## config.mk

```make
export PLATFORM = sky130hd
export DESIGN_NAME = dee_access_ctrl
export DESIGN_NICKNAME = d
export VERILOG_FILES = /design/src/pkg/dee_pkg.sv /design/src/design/dee_array.sv /design/src/design/dee_access_ctrl.sv
export SDC_FILE = /design/constraint.sdc
export NUM_CORES = 2
export LEC_CHECK = 0
export BUFFER_PORTS_ARGS = -buffer_cell sky130_fd_sc_hd__buf_2
export CAP_MARGIN = 20
export CELL_PAD_IN_SITES_DETAIL_PLACEMENT = 1
export CELL_PAD_IN_SITES_GLOBAL_PLACEMENT = 2
export CORE_MARGIN = 8
export CORE_UTILIZATION = 40
export DETAILED_ROUTE_END_ITERATION = 10
export GPL_TIMING_DRIVEN = 0
export PLACE_DENSITY = 0.7
export SYNTH_ARGS = -nofsm -noshare
export SYNTH_HDL_FRONTEND = slang
export SYNTH_HIERARCHICAL = 1
export SYNTH_SLANG_ARGS = --single-unit
export TNS_END_PERCENT = 5
```

## constraint.sdc

```tcl
create_clock -name clk_sys_in -period 3.8 [get_ports clk_sys_in]
set_input_delay 0.19 -clock clk_sys_in [delete_from_list [all_inputs] [get_ports clk_sys_in]]
set_output_delay 0.19 -clock clk_sys_in [all_outputs]
set_load 0.02 [all_outputs]
```

## src/pkg/dee_pkg.sv

```systemverilog
// Operation
// - Address, clear space select, set read strobe; byte appears next cycle.
// - Data register keeps last read byte until next read or software write.
// - Write starts only after 55h then AAh to unlock, then write strobe.
// - Write strobe cannot be set while write permit bit is clear.
// - Hardware never clears the write permit bit.
// - Clearing write permit during a write cycle does not affect it.
// - At write end, hardware clears write strobe and sets write done flag.
// - Protect fuse 0 protects data memory; turning protection off erases all, unless a write is in progress then.
package dee_pkg;
  localparam int          DEE_ADDR_W      = 8;
  localparam int          DEE_DEPTH       = 256;
  localparam logic [7:0]  DEE_UNLOCK_1    = 8'h55;
  localparam logic [7:0]  DEE_UNLOCK_2    = 8'hAA;
  localparam logic [7:0]  DEE_ERASED      = 8'hFF;
  localparam logic [7:0]  DEE_DATA_RST    = 8'h00;
  localparam logic [7:0]  DEE_ADDR_RST    = 8'h00;
  localparam int          DEE_CLK_MHZ     = 100;
  localparam int          DEE_WRITE_US    = 5;
  localparam int          DEE_WRITE_CYC   = DEE_WRITE_US * DEE_CLK_MHZ;
  localparam logic [15:0] DEE_WRITE_CNT   = 16'(DEE_WRITE_CYC);

  typedef enum logic [1:0] {
    DEE_UL_IDLE = 2'b00,
    DEE_UL_GOT1 = 2'b01,
    DEE_UL_OPEN = 2'b10
  } dee_unlock_t;

  typedef enum logic [1:0] {
    DEE_ST_IDLE  = 2'b00,
    DEE_ST_WRITE = 2'b01,
    DEE_ST_ERASE = 2'b10
  } dee_state_t;

  typedef struct packed {
    logic                  we;
    logic [DEE_ADDR_W-1:0] addr;
    logic [7:0]            wdata;
    logic                  erase_all;
  } dee_mem_req_t;
endpackage : dee_pkg

```

## src/design/dee_array.sv

```systemverilog
`timescale 1ns/10ps
module dee_array
  import dee_pkg::*;
(
  // Clock and reset
  input  wire logic                  clk_sys_in,
  input  wire logic                  reset_n_in,
  // Access
  input  wire dee_mem_req_t          req_in,
  input  wire logic [DEE_ADDR_W-1:0] raddr_in,
  output logic [7:0]                 rdata_out
);
  logic [7:0] cell_reg [DEE_DEPTH];

  // Cells model nonvolatile storage, so reset leaves contents alone
  genvar gi;
  generate
    for (gi = 0; gi < DEE_DEPTH; gi++) begin : g_cell
      always_ff @(posedge clk_sys_in) begin
        if (req_in.erase_all) begin
          cell_reg[gi] <= DEE_ERASED;
        end else if (req_in.we && req_in.addr == DEE_ADDR_W'(gi)) begin
          cell_reg[gi] <= req_in.wdata;
        end
      end
    end
  endgenerate

  assign rdata_out = cell_reg[raddr_in];
endmodule : dee_array

```

## src/design/dee_access_ctrl.sv

```systemverilog
`timescale 1ns/10ps
module dee_access_ctrl
  import dee_pkg::*;
(
  // Clock and reset
  input  wire logic                  clk_sys_in,
  input  wire logic                  reset_n_in,
  // Address register write
  input  wire logic                  addr_we_in,
  input  wire logic [7:0]            addr_wdata_in,
  // Data register write
  input  wire logic                  data_we_in,
  input  wire logic [7:0]            data_wdata_in,
  // Control register write
  input  wire logic                  ctrl_we_in,
  input  wire logic                  space_sel_wdata_in,
  input  wire logic                  permit_wdata_in,
  input  wire logic                  wr_strobe_wdata_in,
  input  wire logic                  rd_strobe_wdata_in,
  input  wire logic                  done_flag_clr_in,
  // Unlock register write
  input  wire logic                  unlock_we_in,
  input  wire logic [7:0]            unlock_wdata_in,
  // Configuration fuse, from outside the clock domain
  input  wire logic                  data_protect_fuse_in,
  // Register views
  output logic [7:0]                 nvm_address_out,
  output logic [7:0]                 nvm_data_out,
  output logic                       program_space_select_out,
  output logic                       write_permit_bit_out,
  output logic                       write_strobe_out,
  output logic                       write_done_flag_out,
  output logic                       data_protected_out,
  output logic                       erase_busy_out
);
  logic [7:0]   nvm_address_reg;
  logic [7:0]   nvm_data_reg;
  logic         program_space_select_reg;
  logic         write_permit_bit_reg;
  logic         write_strobe_reg;
  logic         write_done_flag_reg;
  logic         fuse_meta_reg;
  logic         fuse_sync_reg;
  logic         fuse_seen_reg;
  logic         fuse_prev_reg;
  logic         erase_busy_reg;
  logic         data_protected_reg;
  logic [15:0]  timer_reg;
  dee_unlock_t  unlock_reg;
  dee_state_t   state_reg;
  dee_mem_req_t mem_req;
  logic [7:0]   mem_rdata;
  logic         any_other_access;
  logic         write_start;
  logic         read_go;
  logic         write_end;
  logic         erase_start;

  assign any_other_access = addr_we_in | data_we_in | ctrl_we_in;
  assign write_start = ctrl_we_in && wr_strobe_wdata_in
                       && !write_strobe_reg && write_permit_bit_reg
                       && unlock_reg == DEE_UL_OPEN
                       && !erase_start
                       && state_reg == DEE_ST_IDLE;
  assign read_go = ctrl_we_in && rd_strobe_wdata_in && !space_sel_wdata_in
                   && state_reg == DEE_ST_IDLE;
  assign write_end = state_reg == DEE_ST_WRITE && timer_reg == 16'h0001;
  // Protection going from on to off, seen on the synchronised fuse
  assign erase_start = fuse_seen_reg && !fuse_prev_reg && fuse_sync_reg
                       && state_reg == DEE_ST_IDLE;

  always_comb begin
    mem_req.we        = write_end;
    mem_req.addr      = nvm_address_reg;
    mem_req.wdata     = nvm_data_reg;
    mem_req.erase_all = erase_start;
  end

  dee_array u_array (
    .clk_sys_in (clk_sys_in),
    .reset_n_in (reset_n_in),
    .req_in     (mem_req),
    .raddr_in   (nvm_address_reg),
    .rdata_out  (mem_rdata)
  );

  // Fuse is a pin level: two flops before use
  always_ff @(posedge clk_sys_in or negedge reset_n_in) begin
    if (!reset_n_in) begin
      fuse_meta_reg <= 1'b1;
      fuse_sync_reg <= 1'b1;
      fuse_prev_reg <= 1'b1;
      fuse_seen_reg <= 1'b0;
    end else begin
      fuse_meta_reg <= data_protect_fuse_in;
      fuse_sync_reg <= fuse_meta_reg;
      fuse_prev_reg <= fuse_sync_reg;
      fuse_seen_reg <= 1'b1;
    end
  end

  always_ff @(posedge clk_sys_in or negedge reset_n_in) begin
    if (!reset_n_in) begin
      nvm_address_reg <= DEE_ADDR_RST;
    end else if (addr_we_in && state_reg != DEE_ST_WRITE) begin
      nvm_address_reg <= addr_wdata_in;
    end
  end

  // Reads use the stored address; software loads it in an earlier cycle
  always_ff @(posedge clk_sys_in or negedge reset_n_in) begin
    if (!reset_n_in) begin
      nvm_data_reg <= DEE_DATA_RST;
    end else if (read_go) begin
      nvm_data_reg <= mem_rdata;
    end else if (data_we_in && state_reg != DEE_ST_WRITE) begin
      nvm_data_reg <= data_wdata_in;
    end
  end

  always_ff @(posedge clk_sys_in or negedge reset_n_in) begin
    if (!reset_n_in) begin
      program_space_select_reg <= 1'b0;
      write_permit_bit_reg     <= 1'b0;
    end else if (ctrl_we_in) begin
      program_space_select_reg <= space_sel_wdata_in;
      write_permit_bit_reg     <= permit_wdata_in;
    end
  end

  // Unlock sequencer: any break in the order drops back to idle
  always_ff @(posedge clk_sys_in or negedge reset_n_in) begin
    if (!reset_n_in) begin
      unlock_reg <= DEE_UL_IDLE;
    end else if (unlock_we_in) begin
      case (unlock_reg)
        DEE_UL_IDLE: begin
          unlock_reg <= (unlock_wdata_in == DEE_UNLOCK_1) ? DEE_UL_GOT1
                                                          : DEE_UL_IDLE;
        end
        DEE_UL_GOT1: begin
          unlock_reg <= (unlock_wdata_in == DEE_UNLOCK_2) ? DEE_UL_OPEN
                                                          : DEE_UL_IDLE;
        end
        default: begin
          unlock_reg <= (unlock_wdata_in == DEE_UNLOCK_1) ? DEE_UL_GOT1
                                                          : DEE_UL_IDLE;
        end
      endcase
    end else if (any_other_access) begin
      unlock_reg <= DEE_UL_IDLE;
    end
  end

  always_ff @(posedge clk_sys_in or negedge reset_n_in) begin
    if (!reset_n_in) begin
      state_reg <= DEE_ST_IDLE;
      timer_reg <= 16'h0000;
    end else begin
      case (state_reg)
        DEE_ST_IDLE: begin
          if (erase_start) begin
            state_reg <= DEE_ST_ERASE;
          end else if (write_start) begin
            state_reg <= DEE_ST_WRITE;
            timer_reg <= DEE_WRITE_CNT;
          end
        end
        DEE_ST_WRITE: begin
          // Permit changes are ignored here on purpose
          if (write_end) begin
            state_reg <= DEE_ST_IDLE;
          end
          timer_reg <= timer_reg - 16'h0001;
        end
        default: begin
          state_reg <= DEE_ST_IDLE;
        end
      endcase
    end
  end

  always_ff @(posedge clk_sys_in or negedge reset_n_in) begin
    if (!reset_n_in) begin
      write_strobe_reg <= 1'b0;
    end else if (write_start) begin
      write_strobe_reg <= 1'b1;
    end else if (write_end) begin
      write_strobe_reg <= 1'b0;
    end
  end

  // Set beats a clear arriving in the same cycle
  always_ff @(posedge clk_sys_in or negedge reset_n_in) begin
    if (!reset_n_in) begin
      write_done_flag_reg <= 1'b0;
    end else if (write_end) begin
      write_done_flag_reg <= 1'b1;
    end else if (done_flag_clr_in) begin
      write_done_flag_reg <= 1'b0;
    end
  end

  always_ff @(posedge clk_sys_in or negedge reset_n_in) begin
    if (!reset_n_in) begin
      erase_busy_reg <= 1'b0;
    end else begin
      erase_busy_reg <= erase_start;
    end
  end

  // Protection view is registered so the port comes from a flop
  always_ff @(posedge clk_sys_in or negedge reset_n_in) begin
    if (!reset_n_in) begin
      data_protected_reg <= 1'b0;
    end else begin
      data_protected_reg <= ~fuse_sync_reg;
    end
  end

  assign nvm_address_out          = nvm_address_reg;
  assign nvm_data_out             = nvm_data_reg;
  assign program_space_select_out = program_space_select_reg;
  assign write_permit_bit_out     = write_permit_bit_reg;
  assign write_strobe_out         = write_strobe_reg;
  assign write_done_flag_out      = write_done_flag_reg;
  assign data_protected_out       = data_protected_reg;
  assign erase_busy_out           = erase_busy_reg;
endmodule : dee_access_ctrl

```

Word-level counts from Yosys, hierarchy flattened
Memory sizes are Yosys's and may differ from the RTL's.
Index checks and enable logic that the tools add are counted.
Word-level totals
  register bits: 46
  RAM bits: 2048
  output and inout bits: 22
  memories kept: 1
Memory list
  u_array.cell_reg: words 256, bits a word 8, rd ports 1, clocked after memory_dff 0, wr ports 256, line dee_array.sv:13  | logic [7:0] cell_reg [DEE_DEPTH];
Cells by class
  add/sub/neg operators: 1
  eq/ne operators: 266
  mux-type cells: 1044
  bitwise operators: 259
  reduce and logical (&&, ||, !) cells: 284
Operators by type and width (count)
  $mux W8: 258
  $eq A8 B8 Y1 const B: 129
  $mux W1: 775
  $eq A8 B7 Y1 const B: 65
  $logic_and A1 B1 Y1: 271
  $or A1 B1 Y1: 258
  $eq A8 B6 Y1 const B: 32
  $eq A8 B5 Y1 const B: 16
  $eq A8 B4 Y1 const B: 8
  $eq A8 B3 Y1 const B: 4
  $mux W16: 2
  $pmux W16 S2: 1
  $eq A16 B1 Y1 const B: 1
  $eq A8 B2 Y1 const B: 2
  $sub A16 B1 Y16 const B: 1
  $mux W2: 7
  $reduce_bool A2 Y1: 5
  $eq A8 B1 Y1 const B: 1
  $logic_not A8 Y1: 1
  $ne A2 B2 Y1 const B: 3
  $eq A2 B1 Y1 const B: 2
  $logic_not A1 Y1: 4
  $pmux W2 S2: 1
  $ne A3 B3 Y1 const B: 1
  other kinds (6): 6

Longest topological paths before layout
  word-level depth: 10
  mapped depth: 15
  mapped depth without buffers: 9

Modules after synthesis
Netlist, hierarchy kept.
By module, submodules not included
  dee_array: times used 1, cells an instance 6558, area each 96431.2 um^2, sequential area each 61499.0 um^2
  dee_access_ctrl: times used 1, cells an instance 180, area each 2058.2 um^2, sequential area each 1154.9 um^2

Worst setup path before layout
OpenSTA, ideal clock, no wires.
  path type: reg-to-reg
  from: register timer_reg[4]
  to: memory u_array.cell_reg[112][0], enable pin
  setup time: 375 ps
  arrival: 3226 ps
  slack: 200 ps
  cell stages (with the launch flop): 12
  path buffers: 5
  cell sequence: dfrtp_1 -> nor4_4 -> nand2_1 -> or3_1 -> inv_1 -> clkbuf_1 -> buf_1 -> nand2_1 -> clkbuf_1 -> clkbuf_1 -> clkbuf_1 -> o21bai_1
RTL lines
  from (decl): line dee_access_ctrl.sv:48  | logic [15:0] timer_reg;
  from (signal assigned): line dee_access_ctrl.sv:174  | timer_reg <= timer_reg - 16'h0001;
  to (decl): line dee_array.sv:13

Worst setup path in the final report
  from: register nvm_address_reg[1] (netlist: nvm_address_out[1])
  to: register nvm_data_reg[3] (netlist: nvm_data_out[3])
Between the ends
  word-level cells in the longest chain between the ends: 2
Ends and longest elaborated chain
  from (decl): line dee_access_ctrl.sv:36  | logic [7:0] nvm_address_reg;
  from (signal assigned): line dee_access_ctrl.sv:106  | nvm_address_reg <= addr_wdata_in;
  $mem_v2 Z256 W8
  named net mem_rdata[3]: line dee_access_ctrl.sv:52  | logic [7:0] mem_rdata;
  $mux W8: line dee_access_ctrl.sv:114  | end else if (read_go) begin
  to (signal assigned): line dee_access_ctrl.sv:115  | nvm_data_reg <= mem_rdata;
  to (signal assigned): line dee_access_ctrl.sv:117  | nvm_data_reg <= data_wdata_in;
  to (decl): line dee_access_ctrl.sv:37  | logic [7:0] nvm_data_reg;
The timed path passes the listed nets, and every way through them passes these cells.
A chain may end at the register's enable or synchronous reset.

==> out/metrics.cfg <==
[status]
status = finished with violations
violations = setup timing

[worst_setup_path]
rr_worst_depth = 12
crit_chain = buf_6 > buf_6 > buf_12 > clkbuf_2 > buf_12 > mux4_2 > a22oi_1 > a21oi_1 > a211oi_2 > nor4_4 > nor2_1 > a21oi_1
critical_path.max_stage_delay_ns = 0.59
critical_path.max_fanout = 11
worst-setup-path-type = reg2reg
start_kind = flop
regToRegStartpoint = nvm_address_out[1]
cp_slowest_cell = a211oi_2
required_ns = 4.57
r2r_end = nvm_data_out[3]
endpoint_kind = flop
ff2ff_setup_slack_ns = -0.33
crit_arrival_ns = 4.91

[floorplanning]
fp.coreArea_um2 = 245000
pin_count = 58
dieArea_um2 = 262000
fp.dieW_um = 512
rows = 182
die_h_um = 512
initial_utilization_pct = 40.1

[min_path]
min_path_cells = 4
hold_end = nvm_data_out[6]
worstHoldStart = data_we_in
hp-class = in2reg

[synthesis]
yosysSeqAreaShare_pct = 63.6
synth.cell_area_um2 = 98500
synthArstFlopShare_pct = 2.20
synth_fp_nets = 6776
synth_seq_cells = 2094
synth_edf_count = 2048
syn_avg_cell_area_um2 = 14.6
ys.flop_type = edfxtp_1
synthCells = 6738
ys_warn_count = 6
ys_types = 70

[power_and_ir_drop]
combinationalPowerShare_pct = 1.3
netSwitchingPower_mw = 10.4
ir_drop_mv = 0.433
leakage_nw = 39.9
switching_share_pct = 21.7
internal_power_mw = 37.4
seqPwrFrac_pct = 52.3
power_mw = 47.7
p_per_area_nw_per_um2 = 401
p_clk_share_pct = 46.4

[placement]
io_buffers = 57
dp_hpwl_um = 376000
placed_cell_area_um2 = 105000
finalWeightedCongestion = 1.01
pre_cts_ws_ns = -3.15

[finish]
fillers = 23700
layout-drive-gt1-share_pct = 23.1
num-nets-final = 7384
seq_area_um2 = 62700
multi_input_comb_area_um2 = 34500
layout.cell_area.non_filler_um2 = 119000
syn2layout_area_growth_pct = 21.0
largest_reg_flops = 2048

[clock_tree]
tritoncts = done
cts_buffers = 230
htreeDepth = 4
clk_pin_slew_ns = 0.06
clockBufferDepth = 3
clkLatencyLatePin_ns = 0.94
clock-sinks = 2094
cts_root_buffer = clkbuf_16

[timing]
setup_ws_ns = -0.333
finalCritPeriodShare_pct = 109
min_period_ns = 4.13
finalClockSkew_ns = 0.0802
setup_violations = 1083
max-slew-margin-rel_pct = 7.73
drv_slew = 0
worst_slew_pin_slew_ns = 1.38
rsz0062_at_grt = true
max_freq_mhz = 242
final-hold-violation-count = 0

[route]
drt-initial-drc-count = 12300
vias_per_cell = 7.01
via_count = 75800
ant_nets = 0
wl_per_cell_um = 48.9
wl_um = 529000
drc = 0
drt-pass1-iter-count = 6

[global_routing]
antenna_found_initial = 76
gr-usage-all-layers_pct = 38.9
grt-ovfl-total = 0
grt_pass1_wl_um = 682000
first_global_vias = 72100
grt_max_degree = 31

[flow_run]
cap_viol_max_count = 0

==> how the worst max path moves through the flow <==
| stage | startpoint | endpoint | slack (ns) | cells past startpoint |
|---|---|---|---|---|
| 6_report | nvm_address_out[1] | nvm_data_out[3] | -0.33 | 12 |
| 5_1_grt | nvm_address_out[7] | nvm_data_out[3] | -0.19 | 10 |
| 3_3_place_gp | state_reg[1] | u_array/cell_reg[88][5] | -4.35 | 11 |
| 2_1_floorplan | timer_reg[4] | u_array/cell_reg[112][0] | 0.20 | 11 |
| 3_5_place_dp | timer_reg[4] | u_array/cell_reg[70][4] | -3.15 | 12 |
| 4_1_cts | nvm_address_out[0] | nvm_data_out[1] | -0.27 | 15 |
==> power by group through the flow <==
stage                     Combinational, mW  Clock (mW)  Sequential, mW
after floorplan                       0.170           0            25.5
after global placement                0.498           0            25.5
after detailed placement              0.532           0            25.5
after CTS                             0.570        22.2            25.0
after global routing                  0.600        23.0            25.0
final                                 0.611        22.1            25.0
==> synthesized netlist by cell type (all sizes together), types with 5 or more instances <==
| cell | number | area (µm²) |
|---|---|---|
| or2 | 17 | 106 |
| mux2i | 194 | 1940 |
| edfxtp | 2048 | 61500 |
| nor3 | 35 | 175 |
| o211ai | 6 | 45.0 |
| o41ai | 5 | 43.8 |
| nor2b | 19 | 119 |
| dfrtp | 43 | 1080 |
| a21o | 26 | 195 |
| mux4 | 459 | 10400 |
| o221ai | 55 | 482 |
| nor2 | 59 | 221 |
| nor4 | 14 | 118 |
| a31oi | 10 | 62.6 |
| o31ai | 6 | 45.0 |
| and3 | 17 | 106 |
| a22o | 17 | 149 |
| a221oi | 8 | 70.1 |
| mux2 | 16 | 180 |
| o21bai | 232 | 1740 |
| nand2b | 18 | 113 |
| o21ai | 31 | 155 |
| nand2 | 121 | 454 |
| or3 | 2052 | 12800 |
| clkbuf | 774 | 2910 |
| xor2 | 5 | 43.8 |
| inv | 9 | 33.8 |
| a22oi | 49 | 368 |
| buf | 145 | 1230 |
| nand4 | 16 | 100 |
| o22ai | 38 | 238 |
| a211oi | 18 | 140 |
| a21oi | 84 | 420 |
| nand3 | 40 | 200 |
==> routing by layer <==
metal	global-route usage [%]	wire length [µm]	vias up
met5	0.365	417	-
met4	30.8	50400	27
met3	14.4	73900	1730
met2	55.1	224000	6466
met1	47.7	181000	39700
li1	-	-	27900
==> worst max-delay path: cells and delay by family (launching register included) <==
family	cells	cell delay (ns)
flip-flops	1	0.50
multiplexers	1	0.37
buffers and inverters	5	1.30
AO/OA/AOI/OAI	4	1.33
AND/OR/NAND/NOR	2	0.32
==> what timing repair did <==
item / CTS / global route
pin swaps: 39 / 53
buffers inserted: 48 / 90
gates cloned: 1 / 3
hold buffers: 48 / 0
resized for setup: 824 / 297
setup endpoints to repair: 3960 / 1869
endpoints found under the hold margin: 68 / 0
==> logic make-up after synthesis <==
group,count (synthesis),synth area share (%)
buf+inv,928,4.23
flops,2094,63.6
fa+ha+maj,2,0.0254
xor+xnor,9,0.0800
simple gates,2433,15.0
compound gates,602,4.38
mux,669,12.7
other cells,1,0.00381
==> placed cells by master (no fill, tap or decap), drive strengths merged, types with 18 or more instances in the layout <==
| master | synthesis | layout |
|---|---|---|
| or3 | 2052 | 2052 |
| edfxtp | 2048 | 2048 |
| clkbuf | 774 | 1062 |
| buf | 145 | 487 |
| mux4 | 459 | 459 |
| o21bai | 232 | 232 |
| mux2i | 194 | 194 |
| nand2 | 121 | 121 |
| clkinv | 0 | 101 |
| a21oi | 84 | 84 |
| nor2 | 59 | 59 |
| o221ai | 55 | 55 |
| diode | 0 | 52 |
| a22oi | 49 | 49 |
| dlygate4sd3 | 0 | 48 |
| dfrtp | 43 | 43 |
| nand3 | 40 | 40 |
| o22ai | 38 | 38 |
| nor3 | 35 | 35 |
| o21ai | 31 | 31 |
| a21o | 26 | 26 |
| nor2b | 19 | 19 |
| nand2b | 18 | 18 |
| a211oi | 18 | 18 |
==> through the flow <==
step | std cells | TNS [ns] | hold WS (ns) | util, %
after floorplan | 6738 | 0 | -0.106 | -
after global placement | 10000 | -8261.77 | 0.297 | 41.9
after detailed placement | 10100 | -5878.41 | 0.160 | 42.7
after CTS | 10700 | -24.25 | 0.00117 | 47.6
after global routing | 10800 | -44.94 | 0.0816 | 48.5
final | 10800 | -95.99 | 0.0511 | 48.6
==> cell type report <==
type                       count  share of cell area (%)
sequential                  2094                    52.6
multi-input combinational   3716                    28.9
clock buffer                 302                    5.16
buffer                       913                    5.10
timing repair buffer         382                    3.78
tap                         3220                    3.38
clock inverter               124                   0.946
antenna                       52                   0.109
inverter                       9                  0.0409
Note: power is estimated with default switching activity, not from simulation.
